File: config.mk
export PLATFORM = sky130hd
export DESIGN_NAME = cig_top
export DESIGN_NICKNAME = d
export VERILOG_FILES = /design/src/logic/cig_pkg.sv /design/src/logic/cig_top.sv /design/src/logic/cig_pend_flag.sv
export SDC_FILE = /design/constraint.sdc
export NUM_CORES = 1
export LEC_CHECK = 0
export BUFFER_PORTS_ARGS = -buffer_cell sky130_fd_sc_hd__buf_2
export CELL_PAD_IN_SITES_DETAIL_PLACEMENT = 0
export CELL_PAD_IN_SITES_GLOBAL_PLACEMENT = 1
export CORE_MARGIN = 2
export CORE_UTILIZATION = 39
export CTS_CLUSTER_DIAMETER = 40
export DETAILED_ROUTE_END_ITERATION = 7
export GPL_TIMING_DRIVEN = 1
export PLACE_DENSITY = 0.82
export RECOVER_POWER = 25
export SETUP_SLACK_MARGIN = 0.05
export SLEW_MARGIN = 20
export SYNTH_ARGS = -nofsm -noshare
export SYNTH_HDL_FRONTEND = slang
export SYNTH_HIERARCHICAL = 1
export SYNTH_SLANG_ARGS = --single-unit
File: constraint.sdc
create_clock -name sys_clk -period 3.2 [get_ports sys_clk]
set_input_delay 0.16 -clock sys_clk [delete_from_list [all_inputs] [get_ports sys_clk]]
set_output_delay 0.16 -clock sys_clk [all_outputs]
set_load 0.02 [all_outputs]
File: src/logic/cig_pkg.sv
package cig_pkg;

  localparam int CIG_CHANNELS = 12;
  localparam int CIG_HALF = 6;

  // Register offsets on the parallel port
  localparam logic [7:0] CIG_ADDR_EN_LOW = 8'h60;
  localparam logic [7:0] CIG_ADDR_PEND_LOW = 8'h61;
  localparam logic [7:0] CIG_ADDR_EN_HIGH = 8'he0;
  localparam logic [7:0] CIG_ADDR_PEND_HIGH = 8'he1;

  // Field layout: channel bits sit at 5..0, bits 7..6 reserved
  localparam int CIG_FIELD_LSB = 0;
  localparam int CIG_FIELD_MSB = 5;
  localparam logic [1:0] CIG_RSVD_READ = 2'h0;

  // Values after reset
  localparam logic [5:0] CIG_EN_RESET = 6'h00;
  localparam logic [11:0] CIG_PEND_RESET = 12'h000;
  localparam logic [7:0] CIG_RDATA_RESET = 8'h00;
  localparam logic [7:0] CIG_UNMAPPED_READ = 8'h00;

  // Read data appears this many cycles after the read strobe
  localparam int CIG_READ_LATENCY = 1;

  typedef struct packed {
    logic wr;
    logic rd;
    logic [7:0] addr;
    logic [7:0] wdata;
  } cig_host_req_s;

  typedef struct packed {
    logic rvalid;
    logic [7:0] rdata;
  } cig_host_rsp_s;

endpackage : cig_pkg

File: src/logic/cig_top.sv
`timescale 1ns/100ps
// Notes on behaviour
// - Enable register 0x60 bits 5..0 channels 0-5
// - Enable register 0xe0 bits 5..0 channels 6-11
// - Bits 7,6 reserved, no interrupt effect
// - Host writes and reads back every enable
// - Enable 0 blocks all channel interrupts
// - Enable 1 passes source-enabled channel interrupts
// - Both enables needed; master alone creates nothing
// - Clearing enable silences whole channel at once
// - Read-only pending flags at 0x61, 0xe1
// - Pending holds until source status read
module cig_top
  import cig_pkg::*;
(
  // Clock and reset
  input wire logic sys_clk,
  input wire logic rst,
  // Parallel register port
  input wire cig_host_req_s host_req,
  output cig_host_rsp_s host_rsp,
  // Per-channel source-level interrupts, already source-enabled
  input wire logic [11:0] src_req,
  // Per-channel pulse: host read that channel's source status
  input wire logic [11:0] src_status_read,
  // Interrupt to host, active high
  output logic host_irq
);

  logic [5:0] en_low;
  logic [5:0] en_high;
  logic [5:0] next_en_low;
  logic [5:0] next_en_high;
  logic [11:0] pend;
  logic [11:0] chan_en;
  logic [11:0] gated;
  logic next_irq;
  cig_host_rsp_s next_rsp;

  function automatic logic [7:0] cig_pack(input logic [5:0] f);
    cig_pack = {CIG_RSVD_READ, f};
  endfunction : cig_pack

  function automatic logic cig_hit(input cig_host_req_s r, input logic [7:0] a);
    cig_hit = (r.addr == a);
  endfunction : cig_hit

  // Enable registers
  always_comb begin
    next_en_low = en_low;
    next_en_high = en_high;
    if (host_req.wr && cig_hit(host_req, CIG_ADDR_EN_LOW)) begin
      next_en_low = host_req.wdata[CIG_FIELD_MSB:CIG_FIELD_LSB];
    end
    if (host_req.wr && cig_hit(host_req, CIG_ADDR_EN_HIGH)) begin
      next_en_high = host_req.wdata[CIG_FIELD_MSB:CIG_FIELD_LSB];
    end
  end

  always_ff @(posedge sys_clk) begin
    if (rst) begin
      en_low <= CIG_EN_RESET;
      en_high <= CIG_EN_RESET;
    end else begin
      en_low <= next_en_low;
      en_high <= next_en_high;
    end
  end

  // Pending flags, one per channel
  for (genvar i = 0; i < CIG_CHANNELS; i++) begin : g_pend
    cig_pend_flag u_flag (
      .sys_clk(sys_clk),
      .rst(rst),
      .src_req(src_req[i]),
      .status_read(src_status_read[i]),
      .pending(pend[i])
    );
  end

  // Gating: master enable only masks, never creates an interrupt
  assign chan_en = {en_high, en_low};
  assign gated = pend & chan_en;

  always_comb begin
    next_irq = |gated;
  end

  always_ff @(posedge sys_clk) begin
    if (rst) begin
      host_irq <= 1'b0;
    end else begin
      host_irq <= next_irq;
    end
  end

  // Read path; unmapped addresses answer zero, writes to pending are ignored
  always_comb begin
    next_rsp.rvalid = host_req.rd;
    next_rsp.rdata = CIG_UNMAPPED_READ;
    if (host_req.rd) begin
      unique case (host_req.addr)
        CIG_ADDR_EN_LOW: next_rsp.rdata = cig_pack(en_low);
        CIG_ADDR_EN_HIGH: next_rsp.rdata = cig_pack(en_high);
        CIG_ADDR_PEND_LOW: next_rsp.rdata = cig_pack(pend[5:0]);
        CIG_ADDR_PEND_HIGH: next_rsp.rdata = cig_pack(pend[11:6]);
        default: next_rsp.rdata = CIG_UNMAPPED_READ;
      endcase
    end
  end

  always_ff @(posedge sys_clk) begin
    if (rst) begin
      host_rsp.rvalid <= 1'b0;
      host_rsp.rdata <= CIG_RDATA_RESET;
    end else begin
      host_rsp <= next_rsp;
    end
  end
endmodule : cig_top

File: src/logic/cig_pend_flag.sv
`timescale 1ns/100ps
module cig_pend_flag
  import cig_pkg::*;
(
  // Clock and reset
  input wire logic sys_clk,
  input wire logic rst,
  // Channel events
  input wire logic src_req,
  input wire logic status_read,
  // Flag
  output logic pending
);

  logic next_pending;

  // New request beats a simultaneous clear so no event is lost
  always_comb begin
    next_pending = src_req | (pending & ~status_read);
  end

  always_ff @(posedge sys_clk) begin
    if (rst) begin
      pending <= 1'b0;
    end else begin
      pending <= next_pending;
    end
  end

endmodule : cig_pend_flag

## After elaboration in Yosys (flattened, before gate mapping)

Cells that the tools add are included.

| storage, ports and cells | value |
|---|---|
| input port bits | 44 |
| output and inout bits | 10 |
| flip-flop bits (word level) | 34 |

| cells by class | value |
|---|---|
| mux-type cells | 1 |
| equality and inequality tests | 4 |
| bitwise logic cells | 38 |
| reduce and logical (&&, ||, !) cells | 4 |

Operators with widths:

| kind | number |
|---|---|
| 6-bit one-hot mux with 4 select lines | 1 |
| 8-bit by 7-bit == test with 1-bit output (second input constant) | 2 |
| 8-bit == test (second input constant) | 2 |
| 1-bit inverter | 13 |
| 1-bit bitwise AND | 12 |
| 12-bit bitwise AND | 1 |
| 1-bit OR | 12 |
| 12-bit OR reduction | 1 |
| 1-bit logical AND | 2 |
| 2-bit OR reduction | 1 |

## Depth between registers and ports, before layout

Gate-level depths: netlist (run 1).

| logic depth | value |
|---|---|
| word-level depth | 3 |
| depth in mapped cells | 5 |

## By module

The synthesis (run 1) kept the hierarchy.

By module, submodules not included:

| module | seq. area each (µm²) | instances | cells each | area an instance (µm²) |
|---|---|---|---|---|
| cig_top | 400.4 | 1 | 84 | 1011.0 |
| cig_pend_flag | 20.0 | 12 | 4 | 38.8 |

## Least setup slack after synthesis (run 1)

OpenSTA, ideal clock, no wires.

| path | value |
|---|---|
| kind | in2reg |
| start point | in host_req[8] in the netlist's numbering |
| end point | reg en_high[0] |
| setup slack | 1707 ps |
| arrival time | 1375 ps |
| stages on the path | 5 |
| buffers on the path | 2 |
| required time | 3082 ps |
| library setup time | 118 ps |
| cells stage by stage | buf_6 > or4b_4 > or3_1 > buf_6 > mux2i_1 |

| on the way | value |
|---|---|
| longest elaborated chain between the ends | 2 |

RTL lines:

| element | RTL line | text |
|---|---|---|
| start: declaration | cig_top.sv:20 | `input wire cig_host_req_s host_req,` |
| 8-bit == test | cig_top.sv:45 | `cig_hit = (r.addr == a);` |
| 1-bit logical AND | cig_top.sv:55 | `if (host_req.wr && cig_hit(host_req, CIG_ADDR_EN_HIGH)) begin` |
| end signal: assignment | cig_top.sv:66 | `en_high <= next_en_high;` |
| end: declaration | cig_top.sv:31 | `logic [5:0] en_high;` |

No other way between the ends.
A chain may end at the register's enable or synchronous reset.

## Final worst setup path (run 1)

| path | value |
|---|---|
| start point | in host_req[8] in the netlist's numbering |
| end point | reg en_low[2] |

| on the way | value |
|---|---|
| longest elaborated chain between the ends | 2 |

RTL lines:

| element | RTL line | text |
|---|---|---|
| 8-bit by 7-bit == test with 1-bit output | cig_top.sv:45 |  |
| 1-bit logical AND | cig_top.sv:52 | `if (host_req.wr && cig_hit(host_req, CIG_ADDR_EN_LOW)) begin` |
| end signal: assignment | cig_top.sv:65 | `en_low <= next_en_low;` |
| end: declaration | cig_top.sv:30 | `logic [5:0] en_low;` |

No other way between the ends.

==> flow_summary_export.csv, run 1 <==
group,metric,value,unit
status,status,"finished clean",
synth,synth_top_area_frac,0.4339,
synth,synth_top_family_by_area,"simple AND/OR/NAND/NOR gates",
worst_setup_path,crit_end,"en_low[2]",
synth,ys_seq_area_frac,0.4339,
drt,routedWlPerCell,12.64,um
clock_tree,cts_buffer_depth,2,
synth,synthAdderAreaFrac,0,
floorplanning,die_height,65.53,um
sta,finalClockSkew,0.004747,ns
drt,routed_wl,2920,um
floorplanning,io_pins,54,
finish,area_growth,23.98,%
floorplanning,dieArea,4294,sq um
drt,dr.pass1.iters,4,
synth,synth_seq_cells,32,
worst_setup_path,reg2regPathDepth,3,
global_routing,grt-ovfl-total,0,
drt,drtIter0Drc,27,
global_routing,grt_usage,0.1533,
drt,vias_per_cell,4.749,
worst_setup_path,startpoint,"host_req[8]",
clock_tree,clk_latency,0.28,ns
floorplanning,core_area,3661,sq um
synth,synth_ff_type,"dfxtp_1",
power,pwr_density_cell,475.6,nW/um^2
placed_design,placed_area,1727,sq um
floorplanning,start_util,0.4033,
sta,fmax,684.6,MHz
synth,ys_top_cells_by_count,"dfxtp_1, nand2b_1, inv_1",
placed_design,globalplace.congestion,0.7784,
sta,fin_crit,1.461,ns
sta,rsz0062_at_grt,"no",
worst_setup_path,r2r_end,"host_irq",
finish,layout-drive-gt1-share,0.3825,
sta,slew_headroom,0.5567,
power,vdd_drop_max,0.0002720,V
synth,ys_warn_count,6,
global_routing,grt_pass1_vias,1070,
power,total_leakage_power,0.8455,nW
clock_tree,postCtsSetupBuffers,0,
worst_hold_path,hold_path_class,"in2reg",
synth,synth_top_cells_by_area,"dfxtp_1, nand2b_1, mux4_1, mux2i_1, a21oi_2",
synth,syn_area,1476,sq um
global_routing,grt_antenna_before_repair,0,
placed_design,io_buffers,49,
clock_tree,hold_buffers,0,
worst_setup_path,critical_path_class,"in2reg",
synth,async_flop_share,0,
clock_tree,clk_pin_slew,0.07,ns
sta,fin_crit_sh,0.4565,
drt,antenna_left,0,
synth,synth.distinct_cells,20,
finish,antenna_cells,0,
global_routing,grt_pass1_wl,4850,um
sta,setup_violations,0,
synth,synth_top_cell_by_area,"dfxtp_1",
floorplanning,rows,22,
drt,vias,1097,
worst_hold_path,holdCritStartpoint,"src_req[9]",
floorplanning,dieWidth,65.53,um
synth,synth_compound_area_frac,0.1110,
worst_setup_path,cp.arrival,1.67,ns
clock_tree,cts_resized,0,
clock_tree,cts_buffers,5,
worst_setup_path,regToRegSetupSlack,2.08,ns
sta,worst_pin_slew,0.6614,ns
sta,slew_viol_final,0,
synth,syn_inst,132,
placed_design,dp_hpwl,2091,um
finish,final_net_count,226,
global_routing,grt_max_degree,33,
worst_setup_path,cp.required,3.41,ns
sta,hold_viol,0,
synth,synthSimpleGateAreaFrac,0.1915,
synth,synth_mux_area_frac,0.1881,
clock_tree,cts.sinks,32,
synth,synthXorXnorAreaFrac,0,
synth,synth_most_common_cell,"dfxtp_1",
sta,tns,0,ns
clock_tree,cts_tree,"yes",
worst_setup_path,path_max_fanout,7,
worst_setup_path,worstReg2RegStart,"g_pend[9].u_flag/pending",
worst_setup_path,crit_path_start_kind,"primary input",
drt,drcViolationCount,0,
flow_run,cap_violations,0,
finish,nFillCells,379,
synth,synth-edff-count,0,
clock_tree,htreeDepth,2,
synth,avgSynthCellArea,11.18,sq um
worst_setup_path,end_kind,"flop",
finish,final_area,1831,sq um
clock_tree,clockRootBuffer,"clkbuf_8",
report_power, final:
| group | total, mW | leakage [nW] | internal, mW | switching, mW |
|---|---|---|---|---|
| clock | 0.380 | 0.0552 | 0.231 | 0.149 |
| sequential | 0.418 | 0.262 | 0.409 | 0.00854 |
| combinational | 0.0729 | 0.529 | 0.0409 | 0.0321 |
| total | 0.871 | 0.845 | 0.681 | 0.190 |
how the worst min path moves through the flow:
stage / endpoint / slack [ns] / cells past startpoint
6_report: g_pend[9].u_flag/pending / 0.11 / 3
3_3_place_gp: g_pend[0].u_flag/pending / 0.39 / 3
3_5_place_dp: g_pend[0].u_flag/pending / 0.40 / 3
5_1_grt: g_pend[9].u_flag/pending / 0.11 / 3
4_1_cts: g_pend[0].u_flag/pending / 0.10 / 3
2_1_floorplan: g_pend[0].u_flag/pending / 0.22 / 1
area by class of cell:
cell class | instances | area (sq um) | share of cell area
clock buffers | 6 | 72.57 | 0.03964
clock inverters | 2 | 35.03 | 0.01914
inverters | 13 | 48.80 | 0.02666
multi-input cells | 81 | 728.2 | 0.3978
flip-flops and latches | 32 | 640.6 | 0.3500
well taps | 48 | 60.06 | 0.03281
repair buffers | 49 | 245.2 | 0.1340
critical path, stage by stage:
cell and delay [ns]:
buf_2 0.17, or4b_4 0.56, nor3_2 0.52, mux2i_1 0.26
cells by family after synthesis:
kind of cell / count (synthesis)
DFF: 32
buffers and inverters: 20
muxes: 18
other: 1
and+or+nand+nor: 42
AOI/OAI and AO/OA: 19
through the flow:
step / cells / hold slack, ns / worst slack, ns / util / power [mW]
after detailed placement: 223 / 0.4015 / 1.431 / 0.4716 / 0.5006
after global routing: 231 / 0.1084 / 1.674 / 0.5000 / 0.9083
after CTS: 231 / 0.1003 / 1.718 / 0.5010 / 0.8805
after global placement: 223 / 0.3937 / 1.448 / 0.4716 / 0.4970
after floorplan: 133 / 0.2224 / 1.707 / - / 0.4687
final: 231 / 0.1084 / 1.739 / 0.5000 / 0.8707
placed cells by master (no fill, tap or decap), types with 2 or more instances in the layout:
cell type  count
buf_2         49
dfxtp_1       32
nand2b_1      30
inv_1         13
mux2i_1       12
a21oi_2       11
nor2b_1        7
mux4_1         6
clkbuf_8       5
a22o_1         3
a221oi_1       3
conb_1         2
flip-flops by register name, summed over array words and instances (netlist names):
signal,cells
host_rsp,7
en_low,6
g_pend.u_flag/pending,12
en_high,6
host_irq,1
routing by layer:
metal	part of all wire	global-route usage	up-vias
li1	-	-	548
met1	0.44	0.1731	500
met2	0.47	0.2577	43
met3	0.075	0.06507	6
met4	0.016	0.05469	0
met5	0	0	-
Note: power is estimated with default switching activity, not from simulation.
==> inputs of run 2 (changes only) <==
--- a/config.mk
+++ b/config.mk
@@ -5,15 +5,16 @@
 export SDC_FILE = /design/constraint.sdc
 export NUM_CORES = 1
 export LEC_CHECK = 0
+export ABC_AREA = 1
 export BUFFER_PORTS_ARGS = -buffer_cell sky130_fd_sc_hd__buf_2
 export CELL_PAD_IN_SITES_DETAIL_PLACEMENT = 0
 export CELL_PAD_IN_SITES_GLOBAL_PLACEMENT = 1
 export CORE_MARGIN = 2
-export CORE_UTILIZATION = 39
+export CORE_UTILIZATION = 34
 export CTS_CLUSTER_DIAMETER = 40
 export DETAILED_ROUTE_END_ITERATION = 7
 export GPL_TIMING_DRIVEN = 1
-export PLACE_DENSITY = 0.82
+export PLACE_DENSITY = 0.78
 export RECOVER_POWER = 25
 export SETUP_SLACK_MARGIN = 0.05
 export SLEW_MARGIN = 20
==> constraint.sdc (replaced) <==
create_clock -name sys_clk -period 1.4 [get_ports sys_clk]
set_input_delay 0.07 -clock sys_clk [delete_from_list [all_inputs] [get_ports sys_clk]]
set_output_delay 0.07 -clock sys_clk [all_outputs]
set_load 0.02 [all_outputs]
==> flow_summary_export.csv, run 2 <==
group,metric,value,unit
placed_design,io_buffers,49,
sta,finalClockSkew,0.006938,ns
worst_setup_path,critPathSlowestCell,"dfxtp_1",
status,status,"finished clean",
floorplanning,core_area,4384,sq um
synth,ys_warn_count,6,
drt,vias_per_cell,4.602,
synth,syn_area,1553,sq um
synth,synth_top_cells_by_area,"dfxtp_1, nand2_1, nand3_1, inv_1, a21oi_2",
sta,rsz0062_at_grt,"no",
synth,synth_most_common_cell,"nand2_1",
placed_design,globalplace.congestion,0.7902,
worst_setup_path,crit_buf_inv,0,
floorplanning,die_height,71.58,um
finish,largest-register,"g_pend.u_flag/pending",
clock_tree,htreeDepth,2,
floorplanning,start_util,0.3542,
finish,layout_commonest_cell,"nand2_1",
drt,dr.pass1.iters,4,
synth,avgSynthCellArea,7.324,sq um
worst_setup_path,cp.required,1.58,ns
worst_setup_path,critical_path_class,"reg2reg",
drt,vias,1468,
clock_tree,clockRootBuffer,"clkbuf_8",
clock_tree,hold_buffers,0,
synth,syn_inst,212,
clock_tree,cts_resized,0,
worst_setup_path,cp.arrival,1.08,ns
drt,drcViolationCount,0,
global_routing,grt_usage,0.1500,
sta,fmax,1112,MHz
floorplanning,rows,24,
floorplanning,dieWidth,71.58,um
sta,fin_crit_sh,0.6422,
finish,area_growth,23.69,%
finish,largest_reg_flops,12,
power,power,1.878,mW
sta,hold_viol,0,
power,total_leakage_power,0.9701,nW
sta,fin_crit,0.8991,ns
finish,fin_cells,319,
drt,routed_wl,3513,um
finish,layout-drive-gt1-share,0.2884,
global_routing,grt_max_degree,16,
synth,synth-edff-count,0,
drt,routedWlPerCell,11.01,um
synth,async_flop_share,0,
clock_tree,cts_buffer_depth,2,
sta,tns,0,ns
synth,synth_top_cell_by_area,"dfxtp_1",
worst_setup_path,cp_top_family,"simple AND/OR/NAND/NOR gates",
power,pwr_density_cell,977.9,nW/um^2
synth,ys_seq_area_frac,0.4126,
finish,nFillCells,470,
global_routing,grt-ovfl-total,0,
finish,final_cell_mix,"nand2_1, buf_2, dfxtp_1, inv_1, nand3_1",
global_routing,grt_pass1_wl,5823,um
placed_design,placed_cells,311,
synth,synth_ff_type,"dfxtp_1",
global_routing,grt_pass1_vias,1272,
sta,slew_viol_final,0,
power,vdd_drop_max,0.0003697,V
worst_setup_path,reg2regPathDepth,4,
worst_setup_path,crit_path_max_incr_delay,0.36,ns
synth,synth_top_area_frac,0.4126,
clock_tree,cts.sinks,32,
finish,regArea,640.6,sq um
clock_tree,postCtsSetupBuffers,0,
synth,synth.distinct_cells,20,
floorplanning,dieArea,5124,sq um
worst_hold_path,hold_path_class,"in2reg",
worst_setup_path,crit_cells,4,
finish,final_net_count,310,
drt,drtIter0Drc,96,
finish,multiInputGateArea,715.7,sq um
synth,synth_seq_cells,32,
worst_hold_path,hold_depth,3,
worst_setup_path,path_max_fanout,3,
clock_tree,clk_latency,0.29,ns
clock_tree,clk_pin_slew,0.07,ns
drt,antenna_left,0,
placed_design,dp_hpwl,2679,um
worst_setup_path,end_kind,"flop",
flow_run,cap_violations,0,
worst_setup_path,cp_cell_sequence,"nand2_1, nand4_1, nor3_1, nor2_1",
worst_setup_path,crit_path_start_kind,"flop",
sta,setup_violations,0,
finish,top_regs,"g_pend.u_flag/pending (12), host_rsp (7)",
clock_tree,cts_buffers,5,
synth,ys_top_cells_by_count,"nand2_1, dfxtp_1, inv_1",
finish,antenna_cells,0,
floorplanning,io_pins,54,
global_routing,grt_antenna_before_repair,0,
clock_tree,cts_tree,"yes",
[run 2: changes by cell type after synthesis, moves of 13 or more]
| cell | change |
|---|---|
| nand3_1 | +26 |
| nand2_1 | +52 |
| nand2b_1 | -30 |
| inv_1 | +18 |
| nor2_1 | +13 |
| nand4_1 | +15 |
[run 2: layout make-up]
cell class / count / share of cell area
Clock buffer: 8 / 0.04691
Inverter: 32 / 0.06254
Multi-Input combinational cell: 140 / 0.3726
Sequential cell: 32 / 0.3336
Tap cell: 52 / 0.03388
Timing Repair Buffer: 55 / 0.1505
[run 2: kinds of logic (layout without fill, tap and decap cells)]
family | after synthesis | in the layout | synth area share
compound gates | 24 | 24 | 0.1064
buf+inv | 41 | 95 | 0.1217
flops | 32 | 32 | 0.4126
other cells | 1 | 2 | 0.002415
simple gates | 114 | 114 | 0.3570
[run 2: path summary, 6_finish.rpt]
path	from	to	slack, ns
max reg2reg	g_pend[0].u_flag/pending	host_irq	0.50
min reg2reg	en_high[5]	en_high[5]	0.48
min	src_req[1]	g_pend[1].u_flag/pending	0.01
max	g_pend[0].u_flag/pending	host_irq	0.50
[run 2: worst reg2reg max path: stages (launching register included)]
cell and delay [ns]:
dfxtp_1 0.36, nand2_1 0.09, nand4_1 0.09, nor3_1 0.19
nor2_1 0.06
[run 2: stage by stage]
stage	instance area (sq um)	util	hold WS [ns]	worst slack, ns
4_1_cts	1933	0.4409	0.01339	0.4865
6_report	1921	0.4381	0.01360	0.5009
3_3_place_gp	1843	0.4204	0.3207	0.2530
2_1_floorplan	1556	-	0.1324	0.5982
3_5_place_dp	1843	0.4204	0.3216	0.2613
5_1_grt	1921	0.4381	0.01998	0.3975
[run 2: where the power goes]
group	switching (mW)	internal, mW	leakage, nW
clock	0.340	0.401	0.0455
combinational	0.104	0.0775	0.663
sequential	0.0208	0.935	0.262
[run 2: metal layers]
layer	global-route usage	wire, um	vias up
met5	0	0	-
met4	0.08176	59	0
met3	0.03797	193	5
met2	0.2346	1551	37
met1	0.1891	1708	637
li1	-	-	789
==> inputs of run 3 (changes only) <==
--- a/config.mk
+++ b/config.mk
@@ -5,16 +5,16 @@
 export SDC_FILE = /design/constraint.sdc
 export NUM_CORES = 1
 export LEC_CHECK = 0
-export ABC_AREA = 1
+export ABC_AREA = 0
 export BUFFER_PORTS_ARGS = -buffer_cell sky130_fd_sc_hd__buf_2
 export CELL_PAD_IN_SITES_DETAIL_PLACEMENT = 0
 export CELL_PAD_IN_SITES_GLOBAL_PLACEMENT = 1
 export CORE_MARGIN = 2
-export CORE_UTILIZATION = 34
+export CORE_UTILIZATION = 33
 export CTS_CLUSTER_DIAMETER = 40
 export DETAILED_ROUTE_END_ITERATION = 7
 export GPL_TIMING_DRIVEN = 1
-export PLACE_DENSITY = 0.78
+export PLACE_DENSITY = 0.74
 export RECOVER_POWER = 25
 export SETUP_SLACK_MARGIN = 0.05
 export SLEW_MARGIN = 20
==> constraint.sdc (replaced) <==
create_clock -name sys_clk -period 0.8 [get_ports sys_clk]
set_input_delay 0.04 -clock sys_clk [delete_from_list [all_inputs] [get_ports sys_clk]]
set_output_delay 0.04 -clock sys_clk [all_outputs]
set_load 0.02 [all_outputs]
==> flow_summary_export.csv, run 3 (same netlist as run 1, synthesis figures left out) <==
group,metric,value,unit
worst_setup_path,crit_top_cell,"buf_6",
power,pwr_density_cell,1506,nW/um^2
sta,setup_violations,19,
power,vdd_drop_max,0.0008787,V
worst_setup_path,reg2regPathDepth,2,
clock_tree,postCtsSetupBuffers,0,
sta,fin_ws,-0.3075,ns
status,failed_checks,"negative setup slack",
power,total_leakage_power,1.015,nW
global_routing,grt_pass1_wl,5782,um
floorplanning,die_height,70.89,um
worst_setup_path,cp.arrival,1.31,ns
finish,layout-drive-gt1-share,0.5826,
clock_tree,htreeDepth,2,
drt,vias_per_cell,4.537,
drt,drtIter0Drc,44,
finish,top_regs,"g_pend.u_flag/pending (12), host_rsp (7)",
worst_hold_path,holdCritStartpoint,"src_status_read[9]",
worst_setup_path,end_kind,"flop",
drt,vias,1225,
sta,fin_crit,1.108,ns
flow_run,cap_violations,0,
worst_hold_path,hold_path_class,"in2reg",
clock_tree,cts_buffer_depth,2,
floorplanning,dieArea,5025,sq um
drt,drcViolationCount,0,
finish,layout_commonest_cell,"buf_2",
placed_design,io_buffers,49,
worst_setup_path,regToRegSetupSlack,-0.23,ns
worst_setup_path,cp.required,1.01,ns
drt,met1_length,1440,um
sta,slew_viol_final,0,
drt,routed_wl,3326,um
finish,largest-register,"g_pend.u_flag/pending",
worst_setup_path,critPathSlowestCell,"or4b_4",
worst_setup_path,crit_path_start_kind,"primary input",
worst_hold_path,min_to,"g_pend[9].u_flag/pending",
global_routing,grt_usage,0.1483,
placed_design,dp_hpwl,2343,um
worst_setup_path,critical_path_class,"in2reg",
drt,dr.pass1.iters,4,
drt,antenna_left,0,
finish,final_core_util,0.5200,
sta,fmax,902.9,MHz
placed_design,placed_cells,249,
global_routing,grt_pass1_vias,1263,
finish,largest_reg_flops,12,
global_routing,grt_max_degree,32,
worst_hold_path,hold_depth,3,
floorplanning,dieWidth,70.89,um
drt,met2_length,1634,um
sta,fin_crit_sh,1.384,
worst_setup_path,path_max_fanout,6,
status,status,"finished with violations",
finish,nFillCells,402,
global_routing,grt-ovfl-total,0,
placed_design,globalplace.congestion,0.7900,
sta,finalClockSkew,0.01025,ns
finish,final_net_count,261,
worst_setup_path,r2r_end,"host_rsp[3]",
finish,area_growth,52.29,%
sta,hold_viol,0,
finish,fin_cells,270,
worst_setup_path,cp_cell_sequence,"buf_6, or4b_4, buf_6, nor3_4, buf_6, mux2i_1",
drt,routedWlPerCell,12.32,um
clock_tree,clockRootBuffer,"clkbuf_8",
sta,rsz0062_at_grt,"yes",
drt,routed-wl-met3,163,um
drt,top_layer_used,"met4",
clock_tree,clk_pin_slew,0.07,ns
floorplanning,core_area,4324,sq um
finish,antenna_cells,0,
clock_tree,clk_latency,0.29,ns
clock_tree,cts_tree,"yes",
floorplanning,rows,24,
worst_setup_path,crit_path_max_incr_delay,0.54,ns
clock_tree,cts_buffers,5,
clock_tree,cts.sinks,32,
worst_setup_path,worstReg2RegStart,"g_pend[9].u_flag/pending",
floorplanning,io_pins,54,
floorplanning,start_util,0.3414,
global_routing,grt_antenna_before_repair,0,
finish,final_cell_mix,"buf_2, nand2b_1, dfxtp_2, buf_4",
-- run 3: cell count changes in the layout (fill, tap and decap cells not counted), sizes merged, moves of 13 or more --
cell and change:
dlygate4sd3 +13, buf +17, nand2b +30, nor2 -17
nand2 -55, nand3 -26, inv -19, nand4 -15
-- run 3: worst max-delay path by stage --
| stage | from | end | depth (start not counted) |
|---|---|---|---|
| finish | host_req[8] | en_low[5] | 6 |
| global route | host_req[8] | en_low[5] | 6 |
| CTS | host_req[8] | en_high[2] | 4 |
| detailed placement | host_req[8] | en_high[3] | 4 |
| global placement | host_req[8] | en_high[3] | 4 |
| floorplan | host_req[8] | en_high[0] | 5 |
-- run 3: power by group --
group / leakage, nW / internal [mW] / switching (mW)
logic: 0.694 / 0.277 / 0.165
registers: 0.270 / 1.64 / 0.0283
clock network: 0.0510 / 0.685 / 0.587
-- run 3: metrics by stage --
| step | worst slack, ns | setup TNS (ns) | cell area (sq um) | power (mW) | hold WS, ns |
|---|---|---|---|---|---|
| after global placement | -0.6599 | -9.679 | 1919 | 2.060 | 0.2494 |
| after detailed placement | -0.6826 | -10.24 | 1919 | 2.067 | 0.2531 |
| after floorplan | -0.5703 | -8.208 | 1506 | 1.881 | 0.1024 |
| final | -0.3075 | -4.740 | 2248 | 3.387 | 0.007000 |
| after global routing | -0.3518 | -5.324 | 2248 | 3.555 | 0.01256 |
| after CTS | -0.3125 | -4.974 | 2220 | 3.426 | 0.006472 |
-- run 3: final cells by class --
| class | count | area, sq um | share of cell area |
|---|---|---|---|
| repair buffers | 84 | 610.6 | 0.2716 |
| flip-flops and latches | 32 | 668.1 | 0.2972 |
| clock buffers | 6 | 82.58 | 0.03673 |
| well taps | 52 | 65.06 | 0.02894 |
| clock inverters | 2 | 10.01 | 0.004452 |
| inverters | 13 | 48.80 | 0.02170 |
| multi-input cells | 81 | 763.2 | 0.3395 |
-- run 3: worst max-delay path, delay by kind of cell --
kind	cells	cell delay, ns
mux	1	0.20
buf+inv	3	0.40
simple gates	2	0.67
-- run 3: routing by layer --
metal	track usage	vias to the layer above
met5	0	-
met4	0.06918	0
met3	0.05556	11
met2	0.2316	30
met1	0.1815	570
li1	-	614
-- run 3: what timing repair did --
| item | in CTS | in global routing |
|---|---|---|
| endpoints found under the setup margin | 27 | 30 |
| hold buffers | 13 | 0 |
| gates resized for setup | 47 | 6 |
| hold endpoints to repair | 13 | 0 |
| pin swaps | 3 | 5 |
